**src/render_debug_status_params.svh**
```systemverilog
// Offsets, reset values and field positions of the debug status registers
`ifndef RENDER_DEBUG_STATUS_PARAMS_SVH
`define RENDER_DEBUG_STATUS_PARAMS_SVH
`define OFF_MEMORY_READ_SYNC 16'h2060
`define OFF_PARSER_ERROR_IDENT 16'h2064
`define OFF_PARSER_ERROR_HEADER 16'h2068
`define OFF_UNIT_DONE_STATUS 16'h206C
`define OFF_PARSER_STATE 16'h2070
`define OFF_ACTIVE_HEAD_POINTER 16'h2074
`define OFF_PRIMARY_FETCH_OFFSET 16'h2078
`define OFF_EXTRA_UNIT_DONE 16'h207C
`define OFF_FLUSH_CONTROL_LO 16'h2170
`define OFF_FLUSH_CONTROL_HI 16'h2174
`define OFF_PREEMPTION_DEBUG 16'h2718
`define RST_UNIT_DONE 32'hFFE7FFFE
`define UNIT_DONE_IMPL_MASK 32'hFFE7FFFF
`define BIT_BATCH_ERR 3
`define BIT_PARSER_DONE 1
`define BIT_RING0_EN 0
`define BIT_ARB_ROW0 5
`define BIT_ARB_ROW1 4
`define PREEMPT_DBG_MASK 32'h0000001F
`define RING_ID_ZERO 3'h0
`endif

```
**src/render_debug_status_pkg.sv**
```systemverilog
// Types shared by the debug status register block
package render_debug_status_pkg;
    typedef enum logic [1:0] {
        SYNC_IDLE = 2'b00,
        SYNC_BUSY = 2'b01
    } sync_state_e;
endpackage

```
**src/render_debug_status_regs.sv**
```systemverilog
// Debug and status register set of the render command streamer
//
// Overview of operation
// RQ1: Read sync flushes chipset buffers, then returns zero
// RQ2: Ident bit 3 set for batch buffer faults
// RQ3: Ident bits 2:0 give ring, always zero
// RQ4: Non-zero snoop sync write starts cacheable flush
// RQ5: Error header reloads with every executed header
// RQ6: Done bits other than 20 and 19 set when engines idle; reset pattern
// RQ7: Done bit 1 parser done, bit 0 ring enable
// RQ8: Done bits 5 and 4 are arbiter rows
// RQ9: Done bits 20 and 19 read zero
// RQ10: Head pointer in 31:2, low bits zero
// RQ11: Fetch offset holds 30-bit qword offset
// RQ12: Extra done vector per variant, resets zero
// RQ13: Host write to flush control flushes write buffer
// RQ14: Command stream flush control write ignored, completes
// RQ15: Software never reads flush control location
// RQ16: Software flushes after translation table changes
// RQ17: Preemption debug not context saved; 31:5 zero
// RQ18: Writes to read-only status registers ignored
`timescale 1ns/1ps
`include "render_debug_status_params.svh"

module render_debug_status_regs
    import render_debug_status_pkg::*;
#(
    parameter int ADDR_W = 16,
    parameter bit NEWER_VARIANT = 1'b1
) (
    input wire logic ref_clk, // Core clock, 10 MHz
    input wire logic rstn, // Async reset, active low
    input wire logic reg_rd, // Register read strobe
    input wire logic reg_wr, // Register write strobe
    input wire logic reg_wr_cmd, // Write comes from command stream
    input wire logic [ADDR_W-1:0] reg_addr, // Byte address
    input wire logic [31:0] reg_wdata, // Write data
    output logic [31:0] reg_rdata, // Read data
    output logic reg_ack, // Access complete
    input wire logic instr_exec, // Instruction header executed
    input wire logic [31:0] instr_header, // Dword 0 of that instruction
    input wire logic instr_from_batch, // Instruction came from batch
    input wire logic parse_error, // Invalid instruction detected
    input wire logic [31:0] parse_state_in, // Live parser state
    input wire logic [31:0] unit_done_in, // Live done signals
    input wire logic [31:0] extra_done_in, // Live extra done signals
    input wire logic [29:0] head_dword_addr, // Active head dword address
    input wire logic [29:0] fetch_qword_off, // Primary fetch offset
    output logic chip_flush_req, // Chipset buffer flush request
    input wire logic chip_flush_done, // Chipset buffer flush done
    output logic snoop_flush_req, // Cacheable write flush request
    input wire logic snoop_flush_done, // Cacheable flush done
    output logic wb_flush_pulse, // Write buffer flush pulse
    output logic [4:0] preempt_ctl // Preemption debug controls
);
    initial begin
        if (ADDR_W < 14 || ADDR_W > 32) begin
            $error("ADDR_W must lie in 14..32");
        end
    end

    typedef struct packed {
        sync_state_e rd_sync;
        sync_state_e snoop_sync;
        logic [31:0] ident;
        logic [31:0] header;
        logic [31:0] done;
        logic [31:0] pstate;
        logic [31:0] head;
        logic [31:0] fetch;
        logic [31:0] extra;
        logic [4:0] preempt;
        logic [31:0] rdata;
        logic ack;
        logic chip_req;
        logic snoop_req;
        logic wb_pulse;
    } state_s;

    state_s st_ff;
    state_s nxt_st;

    logic [15:0] a16;
    assign a16 = 16'(reg_addr);

    // Next-state logic of all registers and the bus answer
    always_comb begin
        nxt_st = st_ff;
        nxt_st.wb_pulse = 1'b0;
        nxt_st.ack = 1'b0;
        nxt_st.rdata = 32'h0;
        // Live status captured every cycle; bus writes never touch it
        nxt_st.done = unit_done_in & `UNIT_DONE_IMPL_MASK; // RQ6 RQ7 RQ8 RQ9
        nxt_st.pstate = parse_state_in;
        nxt_st.head = {head_dword_addr, 2'b00}; // RQ10
        nxt_st.fetch = {2'b00, fetch_qword_off}; // RQ11
        nxt_st.extra = NEWER_VARIANT ? extra_done_in
                                     : {12'h000, extra_done_in[19:0]}; // RQ12
        if (instr_exec) begin
            nxt_st.header = instr_header; // RQ5
        end
        if (parse_error) begin
            nxt_st.ident = 32'h0;
            nxt_st.ident[`BIT_BATCH_ERR] = instr_from_batch; // RQ2
            nxt_st.ident[2:0] = `RING_ID_ZERO; // RQ3
        end
        // Chipset flush ends when the memory side reports done
        if (st_ff.rd_sync == SYNC_BUSY && chip_flush_done) begin
            nxt_st.rd_sync = SYNC_IDLE;
            nxt_st.chip_req = 1'b0;
            nxt_st.ack = 1'b1; // RQ1
            nxt_st.rdata = 32'h0;
        end
        if (st_ff.snoop_sync == SYNC_BUSY && snoop_flush_done) begin
            nxt_st.snoop_sync = SYNC_IDLE;
            nxt_st.snoop_req = 1'b0;
        end
        // Bus decode
        if (reg_rd && st_ff.rd_sync == SYNC_IDLE && !st_ff.ack) begin
            nxt_st.ack = 1'b1;
            case (a16)
                `OFF_MEMORY_READ_SYNC: begin
                    // Read held until chipset buffers drain
                    nxt_st.ack = 1'b0;
                    nxt_st.rd_sync = SYNC_BUSY; // RQ1
                    nxt_st.chip_req = 1'b1;
                end
                `OFF_PARSER_ERROR_IDENT: begin
                    if (NEWER_VARIANT && st_ff.snoop_sync == SYNC_BUSY) begin
                        nxt_st.ack = 1'b0; // RQ4
                    end else begin
                        nxt_st.rdata = NEWER_VARIANT ? 32'h0 : st_ff.ident;
                    end
                end
                `OFF_PARSER_ERROR_HEADER: nxt_st.rdata = st_ff.header;
                `OFF_UNIT_DONE_STATUS: nxt_st.rdata = st_ff.done;
                `OFF_PARSER_STATE: nxt_st.rdata = st_ff.pstate;
                `OFF_ACTIVE_HEAD_POINTER: nxt_st.rdata = st_ff.head;
                `OFF_PRIMARY_FETCH_OFFSET: nxt_st.rdata = st_ff.fetch;
                `OFF_EXTRA_UNIT_DONE: nxt_st.rdata = st_ff.extra;
                `OFF_PREEMPTION_DEBUG: nxt_st.rdata = {27'h0, st_ff.preempt};
                default: nxt_st.rdata = 32'h0;
            endcase
        end else if (reg_wr && !st_ff.ack) begin
            nxt_st.ack = 1'b1; // RQ14
            case (a16)
                `OFF_PARSER_ERROR_IDENT: begin
                    if (NEWER_VARIANT && reg_wdata != 32'h0
                        && !reg_wr_cmd) begin
                        nxt_st.snoop_sync = SYNC_BUSY; // RQ4
                        nxt_st.snoop_req = 1'b1;
                    end
                end
                `OFF_FLUSH_CONTROL_LO, `OFF_FLUSH_CONTROL_HI: begin
                    nxt_st.wb_pulse = !reg_wr_cmd; // RQ13 RQ14
                end
                `OFF_PREEMPTION_DEBUG: begin
                    nxt_st.preempt = 5'(reg_wdata & `PREEMPT_DBG_MASK); // RQ17
                end
                default: ; // RQ18
            endcase
        end
    end

    // State register
    always_ff @(posedge ref_clk or negedge rstn) begin
        if (!rstn) begin
            st_ff <= '{rd_sync: SYNC_IDLE, snoop_sync: SYNC_IDLE,
                       done: `RST_UNIT_DONE, default: '0}; // RQ6
        end else begin
            st_ff <= nxt_st;
        end
    end

    // Outputs straight from flops
    assign reg_rdata = st_ff.rdata;
    assign reg_ack = st_ff.ack;
    assign chip_flush_req = st_ff.chip_req;
    assign snoop_flush_req = st_ff.snoop_req;
    assign wb_flush_pulse = st_ff.wb_pulse;
    assign preempt_ctl = st_ff.preempt;

    // Checks
    a_done_reserved: assert property (@(posedge ref_clk) disable iff (!rstn)
        st_ff.done[20:19] == 2'b00) else $error("done reserved set"); // RQ9
    a_head_low_zero: assert property (@(posedge ref_clk) disable iff (!rstn)
        st_ff.head[1:0] == 2'b00) else $error("head low bits set"); // RQ10
    a_fetch_track: assert property (@(posedge ref_clk) disable iff (!rstn)
        1'b1 |=> st_ff.fetch == {2'b00, $past(fetch_qword_off)})
        else $error("fetch offset stale"); // RQ11
    a_header_load: assert property (@(posedge ref_clk) disable iff (!rstn)
        instr_exec |=> st_ff.header == $past(instr_header))
        else $error("header not loaded"); // RQ5
    a_ident_batch: assert property (@(posedge ref_clk) disable iff (!rstn)
        parse_error |=> st_ff.ident[3] == $past(instr_from_batch)
        && st_ff.ident[2:0] == 3'h0) else $error("ident wrong"); // RQ2 RQ3
    a_rdsync_zero: assert property (@(posedge ref_clk) disable iff (!rstn)
        st_ff.rd_sync == SYNC_BUSY && chip_flush_done
        |=> reg_ack && reg_rdata == 32'h0) else $error("sync read"); // RQ1
    a_cmd_flush_none: assert property (@(posedge ref_clk) disable iff (!rstn)
        reg_wr && reg_wr_cmd |=> !wb_flush_pulse)
        else $error("cmd write flushed"); // RQ14
    a_host_flush: assert property (@(posedge ref_clk) disable iff (!rstn)
        reg_wr && !reg_wr_cmd && !st_ff.ack && !reg_rd
        && a16 == `OFF_FLUSH_CONTROL_LO |=> wb_flush_pulse)
        else $error("host flush missing"); // RQ13
    a_preempt_mask: assert property (@(posedge ref_clk) disable iff (!rstn)
        reg_ack && $past(reg_rd) && $past(a16) == `OFF_PREEMPTION_DEBUG
        |-> reg_rdata[31:5] == 27'h0) else $error("preempt high"); // RQ17
    c_flush: cover property (@(posedge ref_clk) wb_flush_pulse);
    c_rd_sync: cover property (@(posedge ref_clk)
        chip_flush_req ##[1:20] !chip_flush_req);
    c_snoop: cover property (@(posedge ref_clk)
        snoop_flush_req ##[1:20] !snoop_flush_req);
    c_error: cover property (@(posedge ref_clk) parse_error && instr_from_batch);
endmodule

```
**config.mk**
```make
export PLATFORM = sky130hd
export DESIGN_NAME = render_debug_status_regs
export DESIGN_NICKNAME = d
export VERILOG_FILES = /design/src/render_debug_status_pkg.sv /design/src/render_debug_status_regs.sv
export VERILOG_INCLUDE_DIRS = /design/src
export SDC_FILE = /design/constraint.sdc
export NUM_CORES = 1
export LEC_CHECK = 0
export BUFFER_PORTS_ARGS = -buffer_cell sky130_fd_sc_hd__buf_2
export CAP_MARGIN = 20
export CORE_ASPECT_RATIO = 1.5
export CORE_MARGIN = 2
export CORE_UTILIZATION = 54
export CTS_CLUSTER_DIAMETER = 50
export CTS_CLUSTER_SIZE = 28
export DETAILED_ROUTE_END_ITERATION = 8
export PLACE_DENSITY_LB_ADDON = 0.25
export SLEW_MARGIN = 20
export SYNTH_ARGS = -nofsm -noshare
export SYNTH_HDL_FRONTEND = slang
export SYNTH_SLANG_ARGS = --single-unit
```
**constraint.sdc**
```tcl
create_clock -name ref_clk -period 3.44 [get_ports ref_clk]
set_input_delay 0 -clock ref_clk [delete_from_list [all_inputs] [get_ports ref_clk]]
set_output_delay 0 -clock ref_clk [all_outputs]
set_load 0.005 [all_outputs]
```
==> results of run 1 <==
[critical path: cells and delay by family]
family / cells / cell delay (ps)
and+or+nand+nor: 3 / 1320
AOI/OAI and AO/OA: 2 / 550
buffers and inverters: 3 / 930
[logic make-up after synthesis]
| logic type | after synthesis | share of synthesized area (%) |
|---|---|---|
| DFF | 231 | 69.6 |
| AOI/OAI and AO/OA | 141 | 13.0 |
| buffers and inverters | 75 | 5.75 |
| and+or+nand+nor | 72 | 5.54 |
| muxes | 42 | 6.07 |
[timing repair]
item | in CTS | in global routing
hold endpoints to repair | 285 | 0
buffers inserted | 0 | 0
endpoints found under the setup margin | 0 | 0
hold buffers | 199 | 0
[registers in the layout (all words and copies together), names as in the netlist]
register / flops
st_ff: 190
reg_rdata: 32
chip_flush_req: 1
preempt_ctl: 5
wb_flush_pulse: 1
reg_ack: 1
snoop_flush_req: 1
[power by group]
part,switching (W),internal (W)
Combinational,0.000206,0.000315
Clock,0.000876,0.000871
Sequential,0.0000582,0.00286
[Yosys cell counts, drive strengths merged, types with 2 or more instances]
master | n | area share, %
nor3 | 2 | 0.18
a32oi | 7 | 0.73
mux2 | 39 | 5.3
nand4 | 3 | 0.22
nor2 | 6 | 0.30
a222oi | 11 | 1.3
a22oi | 33 | 3.0
o21ai | 2 | 0.12
inv | 3 | 0.13
nor4 | 10 | 1.0
o31ai | 2 | 0.34
dfstp | 29 | 9.1
a221oi | 2 | 0.21
and3 | 4 | 0.30
dfrtp | 202 | 61
and2 | 5 | 0.37
a22o | 50 | 5.2
nand2 | 22 | 0.99
a21oi | 33 | 2.0
buf | 58 | 5.0
nand3 | 6 | 0.36
nor4b | 6 | 0.96
clkbuf | 14 | 0.64
mux4 | 3 | 0.81
nand3b | 3 | 0.27
[stage by stage]
stage	total power [W]	std cells	worst slack (ps)	hold WS, ps
after floorplan	0.00304	561	1910	-296
after CTS	0.00518	1198	1160	7.95
after detailed placement	0.00329	979	1060	35.7
final	0.00518	1203	990	25.3
after global routing	0.00536	1201	875	73.3
after global placement	0.00326	979	1040	21.1
[final cells by class]
cell class	count	area (um^2)	share of cell area (%)
diodes	5	12.5	0.104
clock buffers	14	329	2.72
clock inverters	6	106	0.881
inverters	3	11.3	0.0932
multi-input cells	255	2060	17.1
flip-flops and latches	231	5820	48.2
well taps	199	249	2.06
repair buffers	490	3490	28.9
[how the worst max path moves through the flow]
stage | startpoint | depth (start not counted) | to
global route | reg_addr[10] | 8 | reg_rdata[11]$_DFF_PN0_
finish | reg_addr[10] | 8 | reg_rdata[7]$_DFF_PN0_
detailed placement | reg_addr[4] | 7 | reg_rdata[0]$_DFF_PN0_
floorplan | st_ff[268]$_DFF_PN0_ | 5 | reg_rdata[19]$_DFF_PN0_
CTS | reg_addr[10] | 7 | reg_rdata[22]$_DFF_PN0_
global placement | reg_addr[7] | 7 | reg_rdata[0]$_DFF_PN0_
[routing by layer]
metal / share of wire, % / wire length (um)
met1: 34 / 8770
met2: 55 / 14300
met3: 5.9 / 1530
met4: 5.3 / 1370
met5: 0 / 0
==> flow_results.xml, run 1 <==
<?xml version="1.0" encoding="UTF-8"?>
<metrics>
  <group name="drt">
    <metric name="detail_route.vias_per_cell" unit="">5.57</metric>
    <metric name="finalWirelength" unit="um">26000</metric>
    <metric name="wl_per_cell" unit="um">21.6</metric>
    <metric name="vias" unit="">6701</metric>
    <metric name="final_antenna_net_count" unit="">0</metric>
    <metric name="first_pass_iters" unit="">5</metric>
    <metric name="drc_violations_left" unit="">0</metric>
    <metric name="drt_iter0_drc" unit="">341</metric>
  </group>
  <group name="yosys">
    <metric name="syn-instance-count" unit="">561</metric>
    <metric name="yosys_most_used_dff" unit="">dfrtp_1</metric>
    <metric name="net_count_of_the_mapped_netlist" unit="">807</metric>
    <metric name="yosysWarnings" unit="">0</metric>
    <metric name="yosysSeqAreaShare" unit="%">69.6</metric>
    <metric name="synth_enable_flop_cells" unit="">0</metric>
    <metric name="synthesis.area" unit="mm^2">0.00835</metric>
    <metric name="ys_async_sr_fraction" unit="%">100</metric>
    <metric name="synth.ff_latch_count" unit="">231</metric>
    <metric name="avgSynthCellArea" unit="um^2">14.9</metric>
    <metric name="post_synth_num_cell_types" unit="">42</metric>
  </group>
  <group name="final_layout">
    <metric name="final_common_cell" unit="">buf_2</metric>
    <metric name="flow.area_growth_from_synthesis" unit="%">44.6</metric>
    <metric name="layout_common_cells" unit="">281 x buf_2, 202 x dfrtp_1, 199 x dlygate4sd3_1, 50 x a22o_1, 39 x mux2_2</metric>
    <metric name="drive_above_1_share" unit="%">39.4</metric>
    <metric name="fill_cells" unit="">819</metric>
    <metric name="final_nets" unit="">1240</metric>
    <metric name="final_core_util" unit="%">79.8</metric>
    <metric name="final_design_area_no_fill" unit="mm^2">0.0121</metric>
  </group>
  <group name="floorplanning">
    <metric name="placementRows" unit="">55</metric>
    <metric name="coreArea" unit="mm^2">0.0151</metric>
    <metric name="floorplan.die.width" unit="um">106</metric>
    <metric name="floorplan.io_pins" unit="">287</metric>
    <metric name="floorplan.initialDensity" unit="%">55.2</metric>
    <metric name="die_area" unit="mm^2">0.0165</metric>
    <metric name="die_h" unit="um">156</metric>
  </group>
  <group name="worst_setup_path">
    <metric name="timing.reg2reg.setup_slack" unit="ps">1310</metric>
    <metric name="crit_path_max_fanout" unit="">19</metric>
    <metric name="worst-endpoint-arrival" unit="ps">2820</metric>
    <metric name="reg2reg_depth" unit="">5</metric>
    <metric name="slowest_cell_on_the_critical_path" unit="">and2_1</metric>
    <metric name="worst_r2r_startpoint" unit="">st_ff[268]$_DFF_PN0_</metric>
    <metric name="critical_path_required" unit="ps">3810</metric>
    <metric name="endpoint_kind" unit="">flip-flop</metric>
    <metric name="start_kind" unit="">primary input</metric>
    <metric name="setup.worst_path.class" unit="">primary input to flip-flop</metric>
    <metric name="delay_of_the_slowest_cell_on_the_worst_path" unit="ps">780</metric>
    <metric name="reg2reg_capture_point" unit="">reg_rdata[7]$_DFF_PN0_</metric>
    <metric name="timing.critical_path.cells" unit="">dlygate4sd3_1 &gt; buf_2 &gt; nor4b_2 &gt; and3_1 &gt; buf_4 &gt; and2_1 &gt; a22oi_1 &gt; a21oi_1</metric>
  </group>
  <group name="clock_network">
    <metric name="cts.path.max_buffers" unit="">3</metric>
    <metric name="cts_buffers" unit="">13</metric>
    <metric name="post_cts_resize_count" unit="">0</metric>
    <metric name="htree_levels" unit="">1</metric>
    <metric name="clockRootBuffer" unit="">clkbuf_16</metric>
    <metric name="cts.sink_count" unit="">231</metric>
    <metric name="clock_insertion_delay_worst_skew" unit="ps">470</metric>
    <metric name="tritoncts" unit="">done</metric>
    <metric name="path_clk_slew" unit="ps">90</metric>
  </group>
  <group name="sta">
    <metric name="fin_skew" unit="ps">13.8</metric>
    <metric name="max_slew_margin" unit="%">29.1</metric>
    <metric name="achievable-frequency" unit="MHz">408</metric>
    <metric name="max_slew.worst_pin.slew" unit="ps">1060</metric>
    <metric name="rsz0062_at_grt" unit="">false</metric>
    <metric name="setup_tns" unit="ps">0</metric>
    <metric name="timing.final.max_slew_violations" unit="">0</metric>
    <metric name="timing.final.crit_period" unit="ps">2450</metric>
    <metric name="timing.final.crit_share" unit="%">71.2</metric>
    <metric name="timing.final.setup_violations" unit="">0</metric>
    <metric name="hold_viol" unit="">0</metric>
  </group>
  <group name="grt">
    <metric name="grt_pass1_vias" unit="">7591</metric>
    <metric name="grt_use_total" unit="%">31.3</metric>
    <metric name="global_route.overflow_total" unit="">0</metric>
    <metric name="grt_start_max_net_pins" unit="">94</metric>
    <metric name="number_of_antenna_violations_at_the_first_check_in_global_routing" unit="">3</metric>
    <metric name="first_pass_grt_wire_length" unit="um">39000</metric>
    <metric name="global_route.usage.met2" unit="%">58.9</metric>
    <metric name="busiest_layer" unit="">met2</metric>
    <metric name="groute.layer.met1.usage" unit="%">33.5</metric>
    <metric name="grtUsageMet3" unit="%">4.62</metric>
  </group>
  <group name="placed_design">
    <metric name="global_placer_s_final_weighted_congestion" unit="">0.888</metric>
    <metric name="placed_cell_area" unit="mm^2">0.00964</metric>
    <metric name="place.detailed.hpwl" unit="um">14600</metric>
    <metric name="buffer_ports.inserted" unit="">282</metric>
  </group>
  <group name="hold_path">
    <metric name="hold_end" unit="">st_ff[265]$_DFF_PN0_</metric>
    <metric name="timing.hold.worst_path_depth" unit="">5</metric>
    <metric name="min_from" unit="">reg_wdata[17]</metric>
    <metric name="min-delay-path-class" unit="">primary input to flip-flop</metric>
  </group>
  <group name="power_and_ir_drop">
    <metric name="pwr_density_cell" unit="mW/mm^2">429</metric>
    <metric name="peakVddDrop" unit="uV">548</metric>
    <metric name="static-leakage-power" unit="nW">5.55</metric>
  </group>
  <group name="run_status">
    <metric name="status" unit="">complete, no violations</metric>
  </group>
  <group name="flow_run">
    <metric name="max_cap_viol_count" unit="">0</metric>
  </group>
</metrics>
No activity file was read; power rests on OpenSTA's default activity.
==> run 2: changes to the inputs <==
--- a/config.mk
+++ b/config.mk
@@ -10,7 +10,7 @@
 export CAP_MARGIN = 20
 export CORE_ASPECT_RATIO = 1.5
 export CORE_MARGIN = 2
-export CORE_UTILIZATION = 54
+export CORE_UTILIZATION = 50
 export CTS_CLUSTER_DIAMETER = 50
 export CTS_CLUSTER_SIZE = 28
 export DETAILED_ROUTE_END_ITERATION = 8
==> constraint.sdc (replaced) <==
create_clock -name ref_clk -period 2.3 [get_ports ref_clk]
set_input_delay 0 -clock ref_clk [delete_from_list [all_inputs] [get_ports ref_clk]]
set_output_delay 0 -clock ref_clk [all_outputs]
set_load 0.005 [all_outputs]
==> run 2 against run 1 <==
Highest routed layer unchanged. Non-clock buffer count rose by 12. Register-to-register slack got worse by 1100 ps. Routed wire length rose by 1.0%. Die area rose by 7.7%. Critical path depth fell by 3. Largest cell class unchanged. Clock-buffer cell count rose by 3. Clock skew fell by 4.7 ps.
==> flow_results.xml, run 2 (synthesis results as in run 1) <==
<?xml version="1.0" encoding="UTF-8"?>
<metrics>
  <group name="placed_design">
    <metric name="place.detailed.hpwl" unit="um">15300</metric>
    <metric name="dp_worst_setup_slack" unit="ps">270</metric>
    <metric name="buffer_ports.inserted" unit="">282</metric>
    <metric name="global_placer_s_final_weighted_congestion" unit="">0.823</metric>
    <metric name="placed_cells_incl_taps" unit="">997</metric>
  </group>
  <group name="sta">
    <metric name="max_slew.worst_pin.slew" unit="ps">940</metric>
    <metric name="timing.final.crit_share" unit="%">91.9</metric>
    <metric name="timing.final.setup_violations" unit="">0</metric>
    <metric name="fin_skew" unit="ps">9.13</metric>
    <metric name="rsz0062_at_grt" unit="">false</metric>
    <metric name="timing.final.crit_period" unit="ps">2110</metric>
    <metric name="timing.final.max_slew_violations" unit="">0</metric>
    <metric name="achievable-frequency" unit="MHz">473</metric>
    <metric name="setup_tns" unit="ps">0</metric>
    <metric name="worst_slack" unit="ps">187</metric>
    <metric name="fin_worst_hold_slack" unit="ps">91.9</metric>
    <metric name="max_slew_margin" unit="%">37.3</metric>
    <metric name="hold_viol" unit="">0</metric>
  </group>
  <group name="grt">
    <metric name="grt_start_max_net_pins" unit="">80</metric>
    <metric name="number_of_antenna_violations_at_the_first_check_in_global_routing" unit="">6</metric>
    <metric name="grt_pass1_vias" unit="">7678</metric>
    <metric name="grt_use_total" unit="%">29.8</metric>
    <metric name="first_pass_grt_wire_length" unit="um">39200</metric>
    <metric name="global_route.overflow_total" unit="">0</metric>
  </group>
  <group name="drt">
    <metric name="drc_violations_left" unit="">0</metric>
    <metric name="detail_route.vias_per_cell" unit="">5.42</metric>
    <metric name="finalWirelength" unit="um">26200</metric>
    <metric name="wl_per_cell" unit="um">21.4</metric>
    <metric name="met2_wirelength" unit="um">14800</metric>
    <metric name="first_pass_iters" unit="">5</metric>
    <metric name="drt_iter0_drc" unit="">409</metric>
    <metric name="maxUsedRoutingLayer" unit="">met4</metric>
    <metric name="vias" unit="">6646</metric>
    <metric name="met3RoutedLength" unit="um">1500</metric>
    <metric name="routedLengthMet1" unit="um">8490</metric>
    <metric name="final_antenna_net_count" unit="">0</metric>
  </group>
  <group name="floorplanning">
    <metric name="coreArea" unit="mm^2">0.0163</metric>
    <metric name="floorplan.die.width" unit="um">110</metric>
    <metric name="placementRows" unit="">57</metric>
    <metric name="floorplan.io_pins" unit="">287</metric>
    <metric name="die_h" unit="um">162</metric>
    <metric name="floorplan.initialDensity" unit="%">51.4</metric>
    <metric name="die_area" unit="mm^2">0.0178</metric>
  </group>
  <group name="worst_setup_path">
    <metric name="worst-endpoint-arrival" unit="ps">2480</metric>
    <metric name="endpoint_kind" unit="">flip-flop</metric>
    <metric name="start_kind" unit="">flip-flop</metric>
    <metric name="critical_path_required" unit="ps">2670</metric>
    <metric name="cp-startpoint" unit="">st_ff[268]$_DFF_PN0_</metric>
    <metric name="setup.worst_path.class" unit="">flip-flop to flip-flop</metric>
    <metric name="worst_r2r_startpoint" unit="">st_ff[268]$_DFF_PN0_</metric>
    <metric name="crit_path_max_fanout" unit="">17</metric>
  </group>
  <group name="clock_network">
    <metric name="clock_insertion_delay_worst_skew" unit="ps">470</metric>
    <metric name="clockRootBuffer" unit="">clkbuf_16</metric>
    <metric name="cts_buffers" unit="">14</metric>
    <metric name="path_clk_slew" unit="ps">100</metric>
    <metric name="tritoncts" unit="">done</metric>
    <metric name="htree_levels" unit="">1</metric>
    <metric name="cts.path.max_buffers" unit="">3</metric>
    <metric name="cts.sink_count" unit="">231</metric>
  </group>
  <group name="final_layout">
    <metric name="drive_above_1_share" unit="%">40.4</metric>
    <metric name="final_nets" unit="">1253</metric>
    <metric name="final_common_cell" unit="">buf_2</metric>
    <metric name="flow.area_growth_from_synthesis" unit="%">47.0</metric>
    <metric name="largest_reg_flops" unit="">190</metric>
    <metric name="fill_cells" unit="">993</metric>
    <metric name="final_cells" unit="">1227</metric>
    <metric name="regMostFlops" unit="">st_ff</metric>
    <metric name="layout_common_cells" unit="">281 x buf_2, 202 x dfrtp_1, 200 x dlygate4sd3_1, 50 x a22o_1, 39 x mux2_2</metric>
  </group>
  <group name="power_and_ir_drop">
    <metric name="pwr_density_cell" unit="mW/mm^2">643</metric>
    <metric name="peakVddDrop" unit="uV">930</metric>
    <metric name="fin_total_pwr" unit="W">0.00789</metric>
    <metric name="static-leakage-power" unit="nW">5.66</metric>
  </group>
  <group name="flow_run">
    <metric name="max_cap_viol_count" unit="">0</metric>
  </group>
  <group name="hold_path">
    <metric name="min-delay-path-class" unit="">primary input to async pin</metric>
  </group>
  <group name="run_status">
    <metric name="status" unit="">complete, no violations</metric>
  </group>
</metrics>
## run 2: cell types whose count changed in the layout (fill, tap and decap cells not counted), moves of 2 or more
cell,change
buf_12,+4
buf_4,+7
clkbuf_16,+2
clkinv_4,+3
## run 2: critical path: stages (launching register included)
cell and delay [ps]:
dfrtp_1 400, or3b_2 480, nor2_1 340, o31ai_4 320
buf_12 250, a21oi_1 210
## run 2: final cells by class
cell class	instances	area, um^2	area share [%]
Antenna cell	6	15.0	0.122
Clock buffer	17	393	3.20
Clock inverter	7	87.6	0.713
Tap cell	206	258	2.10
Inverter	3	11.3	0.0917
Multi-Input combinational cell	255	2060	16.8
Sequential cell	231	5820	47.4
Timing Repair Buffer	502	3640	29.6
## run 2: path summary, 6_finish.rpt
kind | endpoint | slack (ps) | depth (start not counted)
max | reg_rdata[11]$_DFF_PN0_ | 190 | 5
min | st_ff[107]$_DFF_PN0_ | 90 | 2
max reg2reg | reg_rdata[11]$_DFF_PN0_ | 190 | 5
min reg2reg | st_ff[268]$_DFF_PN0_ | 410 | 0
max in group asynchronous | st_ff[187]$_DFF_PN1_ | 1400 | 3
min in group ref_clk | reg_rdata[3]$_DFF_PN0_ | 90 | 4
## run 2: metal layers
metal / GRT usage, % / up-vias
met5: 0 / -
met4: 17.3 / 0
met3: 5.06 / 91
met2: 56.5 / 322
met1: 29.2 / 3315
li1: - / 2918
## run 2: report_power, final
part           internal, W  total [W]  switching (W)  leakage [nW]
clock              0.00138    0.00274        0.00136         0.236
combinational     0.000482   0.000791       0.000309          2.66
sequential         0.00427    0.00436      0.0000819          2.76
total              0.00614    0.00789        0.00175          5.66
## run 2: stage by stage
step                utilization [%]  area, um^2
detailed placement             60.1        9780
global route                   75.5       12300
floorplan                         -        8350
CTS                            75.4       12300
global placement               60.1        9780
finish                         75.5       12300
## run 2: what timing repair did
item,4_1_cts,5_1_grt
resized for setup,0,1
endpoints found under the hold margin,297,0
hold buffers,200,0
setup endpoints to repair,0,1
setup buffers,0,0
